===== src/asmc_pkg.sv =====
package asmc_pkg;
   localparam int ASMC_AW = 17;
   localparam int ASMC_DW = 8;
   localparam int ASMC_CLK_PS = 8000;
   // Timing of the slowest 128K x 8 grade, in ns
   localparam int ASMC_T_AA_NS = 55;
   localparam int ASMC_T_SA_NS = 5;
   localparam int ASMC_T_PWE_NS = 55;
   localparam int ASMC_T_HD_NS = 5;
   localparam int ASMC_T_HZOE_NS = 20;
   localparam int ASMC_T_AA_CYC = (ASMC_T_AA_NS * 1000 + ASMC_CLK_PS - 1) / ASMC_CLK_PS;
   localparam int ASMC_T_SA_CYC = (ASMC_T_SA_NS * 1000 + ASMC_CLK_PS - 1) / ASMC_CLK_PS;
   localparam int ASMC_T_PWE_CYC = (ASMC_T_PWE_NS * 1000 + ASMC_CLK_PS - 1) / ASMC_CLK_PS;
   localparam int ASMC_T_HD_CYC = (ASMC_T_HD_NS * 1000 + ASMC_CLK_PS - 1) / ASMC_CLK_PS;
   localparam int ASMC_T_HZOE_CYC = (ASMC_T_HZOE_NS * 1000 + ASMC_CLK_PS - 1) / ASMC_CLK_PS;
   localparam logic [ASMC_AW-1:0] ASMC_ADDR_RST = 17'h00000;
   localparam logic [ASMC_DW-1:0] ASMC_DATA_RST = 8'h00;
   typedef enum logic [2:0] {
      ASMC_IDLE = 3'h0,
      ASMC_RD_SEL = 3'h1,
      ASMC_RD_OE = 3'h2,
      ASMC_WR_SETUP = 3'h3,
      ASMC_WR_PULSE = 3'h4,
      ASMC_WR_HOLD = 3'h5,
      ASMC_TURN = 3'h6
   } asmc_state_t;
endpackage


===== src/asmc_host.sv =====
`timescale 1ns/1ps
// Function
// RL1: When select is high the module floats its data lines and powers down.
// RL2: Select low, strobe high and output enable low makes the module drive read data.
// RL3: Select low and strobe low writes the bus into the module, which does not drive.
// RL4: Select low with strobe and output enable high keeps the module selected but floating.
// RL5: A write starts only while select and strobe are both low; their overlap is the write.
// RL6: A write ends when either select or strobe rises, whichever is first.
// RL7: The host holds write data stable around the edge that ends the write.
// RL8: For a read the host sets the address no later than select falling.
// RL9: The module floats its data lines while output enable is high, writes included.
// RL10: The module holds 128K bytes, so the address has seventeen bits with a top bit.
// RL11: The host releases its data drivers before enabling module outputs for a read.
module asmc_host
   import asmc_pkg::*;
(
   // Clock and reset
   input wire logic core_clk,
   input wire logic rst,
   // User request
   input wire logic req_valid,
   input wire logic req_write,
   input wire logic [ASMC_AW-1:0] req_addr,
   input wire logic [ASMC_DW-1:0] req_wdata,
   output logic req_ready,
   output logic rsp_valid,
   output logic [ASMC_DW-1:0] rsp_rdata,
   // Module pins
   output logic mem_sel_n,
   output logic mem_we_n,
   output logic mem_oe_n,
   output logic [ASMC_AW-1:0] mem_addr,
   input wire logic [ASMC_DW-1:0] mem_dq_i,
   output logic [ASMC_DW-1:0] mem_dq_o,
   output logic mem_dq_oe_n
);
   asmc_state_t state_q;
   logic [7:0] cnt_q;
   logic [ASMC_DW-1:0] dq_s1_q;
   logic [ASMC_DW-1:0] dq_s2_q;

   // ----------------------------------------
   // Data input synchroniser
   // ----------------------------------------
   always_ff @(posedge core_clk or posedge rst) begin
      if (rst) begin
         dq_s1_q <= ASMC_DATA_RST;
         dq_s2_q <= ASMC_DATA_RST;
      end else begin
         dq_s1_q <= mem_dq_i;
         dq_s2_q <= dq_s1_q;
      end
   end

   // ----------------------------------------
   // Sequencer
   // ----------------------------------------
   always_ff @(posedge core_clk or posedge rst) begin
      if (rst) begin
         state_q <= ASMC_IDLE;
         cnt_q <= 8'h00;
         mem_sel_n <= 1'b1;
         mem_we_n <= 1'b1;
         mem_oe_n <= 1'b1;
         mem_addr <= ASMC_ADDR_RST;
         mem_dq_o <= ASMC_DATA_RST;
         mem_dq_oe_n <= 1'b1;
         req_ready <= 1'b0;
         rsp_valid <= 1'b0;
         rsp_rdata <= ASMC_DATA_RST;
      end else begin
         rsp_valid <= 1'b0;
         case (state_q)
            ASMC_IDLE: begin
               req_ready <= 1'b1;
               if (req_valid && req_ready) begin
                  req_ready <= 1'b0;
                  mem_addr <= req_addr; // RL8 RL10
                  cnt_q <= 8'h00;
                  if (req_write) begin
                     mem_dq_o <= req_wdata;
                     mem_dq_oe_n <= 1'b0;
                     mem_sel_n <= 1'b0;
                     state_q <= ASMC_WR_SETUP;
                  end else begin
                     // Select falls with the address, outputs still off
                     mem_dq_oe_n <= 1'b1; // RL11
                     mem_sel_n <= 1'b0; // RL8
                     state_q <= ASMC_RD_SEL;
                  end
               end
            end
            ASMC_RD_SEL: begin
               mem_oe_n <= 1'b0; // RL2 RL11
               cnt_q <= 8'h00;
               state_q <= ASMC_RD_OE;
            end
            ASMC_RD_OE: begin
               cnt_q <= cnt_q + 8'h01;
               // Two extra cycles cover the input synchroniser
               if (cnt_q == 8'(ASMC_T_AA_CYC + 2)) begin
                  rsp_rdata <= dq_s2_q;
                  rsp_valid <= 1'b1;
                  mem_oe_n <= 1'b1;
                  mem_sel_n <= 1'b1; // RL1
                  cnt_q <= 8'h00;
                  state_q <= ASMC_TURN;
               end
            end
            ASMC_WR_SETUP: begin
               cnt_q <= cnt_q + 8'h01;
               if (cnt_q == 8'(ASMC_T_SA_CYC - 1)) begin
                  mem_we_n <= 1'b0; // RL5 RL3
                  cnt_q <= 8'h00;
                  state_q <= ASMC_WR_PULSE;
               end
            end
            ASMC_WR_PULSE: begin
               cnt_q <= cnt_q + 8'h01;
               if (cnt_q == 8'(ASMC_T_PWE_CYC - 1)) begin
                  // Strobe ends the write; select rises later
                  mem_we_n <= 1'b1; // RL6
                  cnt_q <= 8'h00;
                  state_q <= ASMC_WR_HOLD;
               end
            end
            ASMC_WR_HOLD: begin
               cnt_q <= cnt_q + 8'h01;
               if (cnt_q == 8'(ASMC_T_HD_CYC - 1)) begin
                  mem_dq_oe_n <= 1'b1; // RL7
                  mem_sel_n <= 1'b1;
                  state_q <= ASMC_IDLE;
               end
            end
            ASMC_TURN: begin
               // Let module drivers go high-Z before the next access
               cnt_q <= cnt_q + 8'h01;
               if (cnt_q == 8'(ASMC_T_HZOE_CYC - 1)) begin
                  state_q <= ASMC_IDLE; // RL11
               end
            end
            default: begin
               state_q <= ASMC_IDLE;
            end
         endcase
      end
   end
endmodule


===== config.mk =====
export PLATFORM = sky130hd
export DESIGN_NAME = asmc_host
export DESIGN_NICKNAME = d
export VERILOG_FILES = /design/src/asmc_pkg.sv /design/src/asmc_host.sv
export SDC_FILE = /design/constraint.sdc
export NUM_CORES = 1
export LEC_CHECK = 0
export BUFFER_PORTS_ARGS = -buffer_cell sky130_fd_sc_hd__buf_4
export CORE_MARGIN = 3
export CORE_UTILIZATION = 55
export CTS_CLUSTER_SIZE = 10
export DETAILED_ROUTE_END_ITERATION = 10
export PLACE_DENSITY_LB_ADDON = 0.12
export SLEW_MARGIN = 20
export SYNTH_ARGS = -nofsm -noshare
export SYNTH_HDL_FRONTEND = slang
export SYNTH_SLANG_ARGS = --single-unit

===== constraint.sdc =====
create_clock -name core_clk -period 3.3 [get_ports core_clk]
set_input_delay 0.33 -clock core_clk [delete_from_list [all_inputs] [get_ports core_clk]]
set_output_delay 0.33 -clock core_clk [all_outputs]
set_load 0.05 [all_outputs]

==> metrics, run 1 <==
sequential fraction of the synthesis area about three fifths; met2 Track Usage GR between 30% and 40%; wire per inst 15.6 um; unrepaired setup endpoints after global routing no; setup violators final 0; dpl cells about 340; static leakage approximately 1.7 nW; main combinational cell family by area after synthesis multiplexers; Clock Tree Root clkbuf_8; Pwr Density ~1100 nW/um^2; CTS Sinks 66; Clk Latency, worst-skew pair 0.34 ns; Synth area leaders dfrtp_1, mux2_2, dfstp_2, ha_1, o21ai_0; postcts setup bufs 0; skew final slightly below 0.005 ns; cell family with most CP delay simple AND/OR/NAND/NOR gates; total CTS buffers 9; Top FF cell, synth dfrtp_1; largest net degree at the start of global routing 67; number of cell rows 24; fraction of layout cells with a size suffix above 1 49.1%; busiest grt layer met2; # hold bufs at CTS 0; asr flop ratio synth between 90% and 100%; first-pass GRT wire length slightly above 9000 um; WL final approximately 5500 um; Commonest cells post-synth dfrtp_1, mux2_2, nand2_1, nor2_1, o21ai_0; DR vias 1901; Port-buffer cells 75; drt first pass iters 4; GR Util All Layers 20.2%; Synth Area in Compound Gates 9.85%; CP bufs+invs 0; final instance area about 3500 um^2; simple-gate area share of the yosys netlist a little over a tenth; CP arrival 2.50 ns; Max Fclk between 400 and 500 MHz; Final ANT Viol Nets 0; worst hold-check path type in -> reg; core region area between 4000 and 5000 um^2; hold path depth 1; Post-synth EDFFs 0; DRT iter0 DRCs 147; Clk pin slew, worst setup/hold paths around 0.070 ns; Die X-Extent about 76 um; worst hold slack approximately 0.094 ns; number of distinct library cells after synthesis 45; post-route insts no fill between 300 and 400; Mapped Nets between 200 and 250; max cap viols 0; Yosys Warn Count 0; worst slew pin tran around 0.8 ns; Gates resized, CTS repair 0; largest area contributor in the netlist dfrtp_1; # diodes 0; Worst path slowest cell or4_4; Cell Area, Synth approximately 2700 um^2; Synth top area share a little under three fifths; post-synthesis adder-cell area fraction around 1.8%; Avg Inst Size Synth approximately 13 um^2; TritonCTS clock tree built; crit end category register; post-synthesis xor/xnor area fraction 0%; Final Wtd Congestion 0.863; outcome finished clean; Die ar. ~5800 um^2; Hold Vio Cnt, Final 0; initial core utilization 59.3%; Final period util between 60 and 70%; number of vias per cell 5.37; top-count cell post-synth dfrtp_1; Layout Area Growth over Synthesis 30.0%; CP peak stage delay 0.63 ns; post-synthesis mux area share 14.1%; Mapped Cells just over 200; Layout Nets 326; Worst path depth 5; startpoint types register; DP HPWL ~4000 um; Peak VDD IR around 0.73 mV; setup TNS 0 ns; Placed Area 3330 um^2; R2R depth 5; Die H about 76 um; gr ovfl total 0; CTS Buffer Depth 2; crit-path cells or4_4 > o41ai_4 > nand4_2 > a41oi_1 > a31oi_1; Worst slew margin 47.4%; Ports between 70 and 80; met1 GRT Util 23.8%; Pins Over Slew Limit 0; # H-tree levels 3; Critical Path RT 3.49 ns; R2R Setup Slk 0.99 ns; GR Util met3 under 10%; Crit Path Max Fanout 12; DRC 0; vias in the first global route ~2000; number of synthesized register bits 66; CP Class reg -> reg; initial antenna violation count 0; fin crit period 2.31 ns
-- final cells by class --
type                            count  area, um^2
Multi-Input combinational cell    124         983
Inverter                            7        26.3
Clock buffer                        9         124
Tap cell                           65        81.3
Clock inverter                      6        68.8
Timing Repair Buffer               77         578
Fill cell                         305        1050
Sequential cell                    66        1660
-- metal layers --
layer	part of all wire, %	vias to the layer above
met4	1.8	0
met2	50	66
met3	7.2	13
met5	0	-
li1	-	893
met1	41	929
-- sequential cells by signal, summed over array words and instances (netlist names) --
register     cells
mem_oe_n         1
state_q          3
mem_we_n         1
dq_s2_q          8
rsp_valid        1
mem_dq_o         8
rsp_rdata        8
dq_s1_q          8
mem_sel_n        1
req_ready        1
cnt_q            8
mem_dq_oe_n      1
mem_addr        17
-- logic make-up after synthesis --
logic type,after synthesis
DFF,66
and+or+nand+nor,52
AOI/OAI and AO/OA,34
muxes,34
buffers and inverters,15
adders and majority gates,4
-- power by group --
group	total, mW	switching, mW	leakage [nW]	internal (mW)
clock	0.651	0.306	0.0835	0.345
combinational	1.82	1.17	0.783	0.649
sequential	1.28	0.216	0.809	1.07
-- worst register-to-register path, stage by stage, from the launching register on --
cell and delay [ns]:
dfrtp_1 0.45, or4_4 0.63, o41ai_4 0.32, nand4_2 0.31
a41oi_1 0.36, a31oi_1 0.08
-- metrics by stage --
step,util (%),setup WS (ns),total power [mW]
global placement,72.9,1.09,3.07
global route,77.1,0.858,3.96
finish,77.1,0.991,3.75
CTS,77.1,0.989,3.78
floorplan,-,1.26,2.62
detailed placement,72.9,1.00,3.11
-- placed cells by master, fill, tap and decap left out, drive strengths merged, types with 2 or more instances in the layout --
cell / netlist / final
buf: 3 / 77
dfrtp: 62 / 62
mux2: 34 / 34
nor2: 13 / 13
nand2: 12 / 12
o21ai: 10 / 10
clkbuf: 5 / 9
inv: 7 / 7
a21oi: 5 / 5
nand3: 5 / 5
nor3: 4 / 4
ha: 4 / 4
clkinvlp: 0 / 4
dfstp: 4 / 4
nor2b: 3 / 3
a31oi: 3 / 3
and3: 2 / 2
and3b: 2 / 2
nand3b: 2 / 2
nand4: 2 / 2
a21bo: 2 / 2
o41ai: 2 / 2
a22o: 2 / 2
-- worst paths after layout --
check / from / end
worst max-delay path: cnt_q[5]$_DFFE_PP0P_ / cnt_q[7]$_DFFE_PP0P_
worst min-delay path: mem_dq_i[2] / dq_s1_q[2]$_DFF_PP0_
worst max register to register: cnt_q[5]$_DFFE_PP0P_ / cnt_q[7]$_DFFE_PP0P_
worst min register to register: dq_s1_q[1]$_DFF_PP0_ / dq_s2_q[1]$_DFF_PP0_
max in group asynchronous: rst / state_q[0]$_DFFE_PP0P_
min in group asynchronous: rst / dq_s2_q[3]$_DFF_PP0_
Note: power is estimated with default switching activity, not from simulation.
==> run 2, diff against run 1 <==
ABC_AREA = 1   (was not set)
CORE_UTILIZATION = 52   (was 55)
clock period = 2.15 ns   (was 3.3 ns; I/O delays follow)
==> run 2 against run 1 <==
Via count up 24%. Sequential cell count stayed put. Synthesized cell count grew 54%. Worst setup slack worse by 0.52 ns. Sequential power rose by 41%. Count of clock-buffer cells in the layout is 1 higher. Core utilization down 4.3 points. Combinational power grew 33%. Highest routed layer unchanged. Critical path depth grew 4. Worst hold slack worse by 0.025 ns. Register-to-register slack worse by 0.52 ns.
==> metrics, run 2 <==
postcts setup bufs 0; max cap viols 0; initial antenna violation count 0; Cell Area, Synth about 2800 um^2; number of synthesized register bits 66; Final Wtd Congestion a little under 0.9; initial core utilization a little over half; worst slew pin tran 0.607 ns; static leakage about 2.0 nW; CTS Sinks 66; core region area 5140 um^2; Avg Inst Size Synth around 8.9 um^2; Layout Area Growth over Synthesis 33.7%; CP peak stage delay roughly 0.47 ns; Mapped Cells roughly 320; number of vias per cell 4.88; DP HPWL between 4000 and 5000 um; DRT iter0 DRCs 114; Die X-Extent 79.3 um; wire per inst around 13 um; gr ovfl total 0; Final period util 78.1%; outcome finished clean; DR vias between 2000 and 2500; Port-buffer cells 75; fin crit period ~1.7 ns; Commonest cells post-synth nand2_1, dfrtp_1, nand3_1; unrepaired setup endpoints after global routing no; Synth area leaders dfrtp_1, nand2_1, dfstp_2, nand3_1, nor2_1; number of cell rows 26; total CTS buffers 9; Hold Vio Cnt, Final 0; dpl cells around 460; Ports 76; vias in the first global route around 2300; post-route insts no fill around 480; Post-synth EDFFs 0; first-pass GRT wire length 10400 um; Pins Over Slew Limit 0; Crit Path Max Fanout 7; Yosys Warn Count 0; asr flop ratio synth 100%; Pwr Density 1410 nW/um^2; CP Class reg -> reg; largest net degree at the start of global routing 67; Synth top area share 55.5%; Top FF cell, synth dfrtp_1; Gates resized, CTS repair 0; Clk pin slew, worst setup/hold paths about 0.080 ns; CP arrival ~1.9 ns; number of distinct library cells after synthesis 28; sequential fraction of the synthesis area 59.2%; Mapped Nets 356; Max Fclk 595 MHz; skew final 0.00862 ns; Layout Nets around 450; most frequent cells in the layout nand2_1, buf_4, dfrtp_1, nand3_1, nor2_1; crit end category register; WL final 6090 um; largest reg by FF count mem_addr; Worst path slowest cell dfrtp_1; Final ANT Viol Nets 0; drt first pass iters 4; setup TNS 0 ns; Critical Path RT between 2 and 2.5 ns; largest area contributor in the netlist dfrtp_1; worst hold-check path type in -> reg; Worst slew margin 59.2%; fraction of layout cells with a size suffix above 1 28.8%; cell family with most CP delay simple AND/OR/NAND/NOR gates; DRC 0; TritonCTS clock tree built; Peak VDD IR between 0.8 and 0.9 mV; # diodes 0; crit-path cells inv_1 > ha_1 > nand3_1 > nor2_1 > nor2_1 > nor2_1 > nand3_1 > nand2_1 > nand2_1; top-count cell post-synth nand2_1; Clk Latency, worst-skew pair between 0.3 and 0.4 ns; # H-tree levels 3; crit-path most repeated cell nor2_1; Clock Tree Root clkbuf_8; CTS Buffer Depth 2; most common cell after layout, fill and taps aside nand2_1; CP bufs+invs 1; setup violators final 0; Die H 79.3 um; max FFs per register 17; Die ar. around 6300 um^2; Tot Pwr roughly 5.3 mW; startpoint types register; fillcell total between 400 and 500; GR Util All Layers between 20 and 25%
[run 2: cell types whose count changed in the layout (fill, tap and decap cells not counted), moves of 3 or more]
cell | before | now
mux2_2 | 33 | 0
inv_2 | 1 | 8
nand2_2 | 0 | 4
inv_1 | 6 | 12
nor2b_1 | 3 | 0
nand2_1 | 12 | 143
nor2_1 | 12 | 18
nor3_1 | 4 | 0
nor2_4 | 0 | 4
dlygate4sd3_1 | 0 | 9
xor2_1 | 0 | 4
nand3_1 | 5 | 20
[run 2: repair_timing]
action | CTS | global route
hold endpoints to repair | 70 | 0
endpoints found under the setup margin | 0 | 0
hold buffers | 9 | 0
[run 2: cells by family (layout without fill, tap and decap cells)]
logic type / count (synthesis) / in the layout / share of synthesized area, %
AND/OR/NAND/NOR: 196 / 196 / 29.5
flip-flops: 66 / 66 / 59.2
buffers and inverters: 25 / 123 / 4.03
AO/OA/AOI/OAI: 19 / 19 / 3.89
XOR/XNOR: 5 / 5 / 1.57
adder cells (fa/ha/maj): 4 / 4 / 1.79
[run 2: final timing paths]
path,from,endpoint,cells after the start,slack [ns]
min,req_addr[6],mem_addr[6]$_DFFE_PP0P_,3,0.07
max in group asynchronous,rst,mem_dq_oe_n$_DFFE_PP1P_,4,1.34
max,cnt_q[0]$_DFFE_PP0P_,state_q[2]$_DFFE_PP0P_,9,0.47
min reg2reg,dq_s1_q[6]$_DFF_PP0_,dq_s2_q[6]$_DFF_PP0_,0,0.35
max reg2reg,cnt_q[0]$_DFFE_PP0P_,state_q[2]$_DFFE_PP0P_,9,0.47
min in group asynchronous,rst,mem_addr[0]$_DFFE_PP0P_,4,0.49
[run 2: power by group]
| part | total (mW) | switching (mW) | internal, mW |
|---|---|---|---|
| Sequential | 1.80 | 0.229 | 1.58 |
| Clock | 1.04 | 0.475 | 0.566 |
| Combinational | 2.42 | 1.71 | 0.707 |
| Total | 5.26 | 2.42 | 2.85 |
[run 2: cell type report]
type,count,area [um^2],share of cell area (%)
sequential,66,1660,44.3
multi-input combinational,224,1030,27.5
timing repair buffer,86,681,18.2
clock buffer,10,138,3.68
tap,70,87.6,2.34
inverter,21,83.8,2.24
clock inverter,6,66.3,1.77
[run 2: worst register-to-register path: stages (launching register included)]
cell,delay (ns)
dfrtp_1,0.47
inv_1,0.12
ha_1,0.19
nand3_1,0.12
nor2_1,0.27
nor2_1,0.07
nor2_1,0.11
nand3_1,0.10
nand2_1,0.07
nand2_1,0.05
[run 2: per-stage QoR]
step / hold slack, ns / setup WS (ns) / instance area [um^2] / utilization [%]
global route: 0.0565 / 0.322 / 3740 / 72.8
floorplan: 0.246 / 0.287 / 2800 / -
finish: 0.0687 / 0.471 / 3740 / 72.8
detailed placement: 0.321 / 0.532 / 3450 / 67.0
global placement: 0.323 / 0.559 / 3450 / 67.0
CTS: 0.0563 / 0.499 / 3740 / 72.8
[run 2: metal layers]
layer	global-route usage (%)	vias to the layer above	part of all wire, %
li1	-	1172	-
met4	9.62	0	2.6
met3	5.67	16	5.5
met5	0	-	0
met1	28.2	1102	43
met2	33.6	65	48
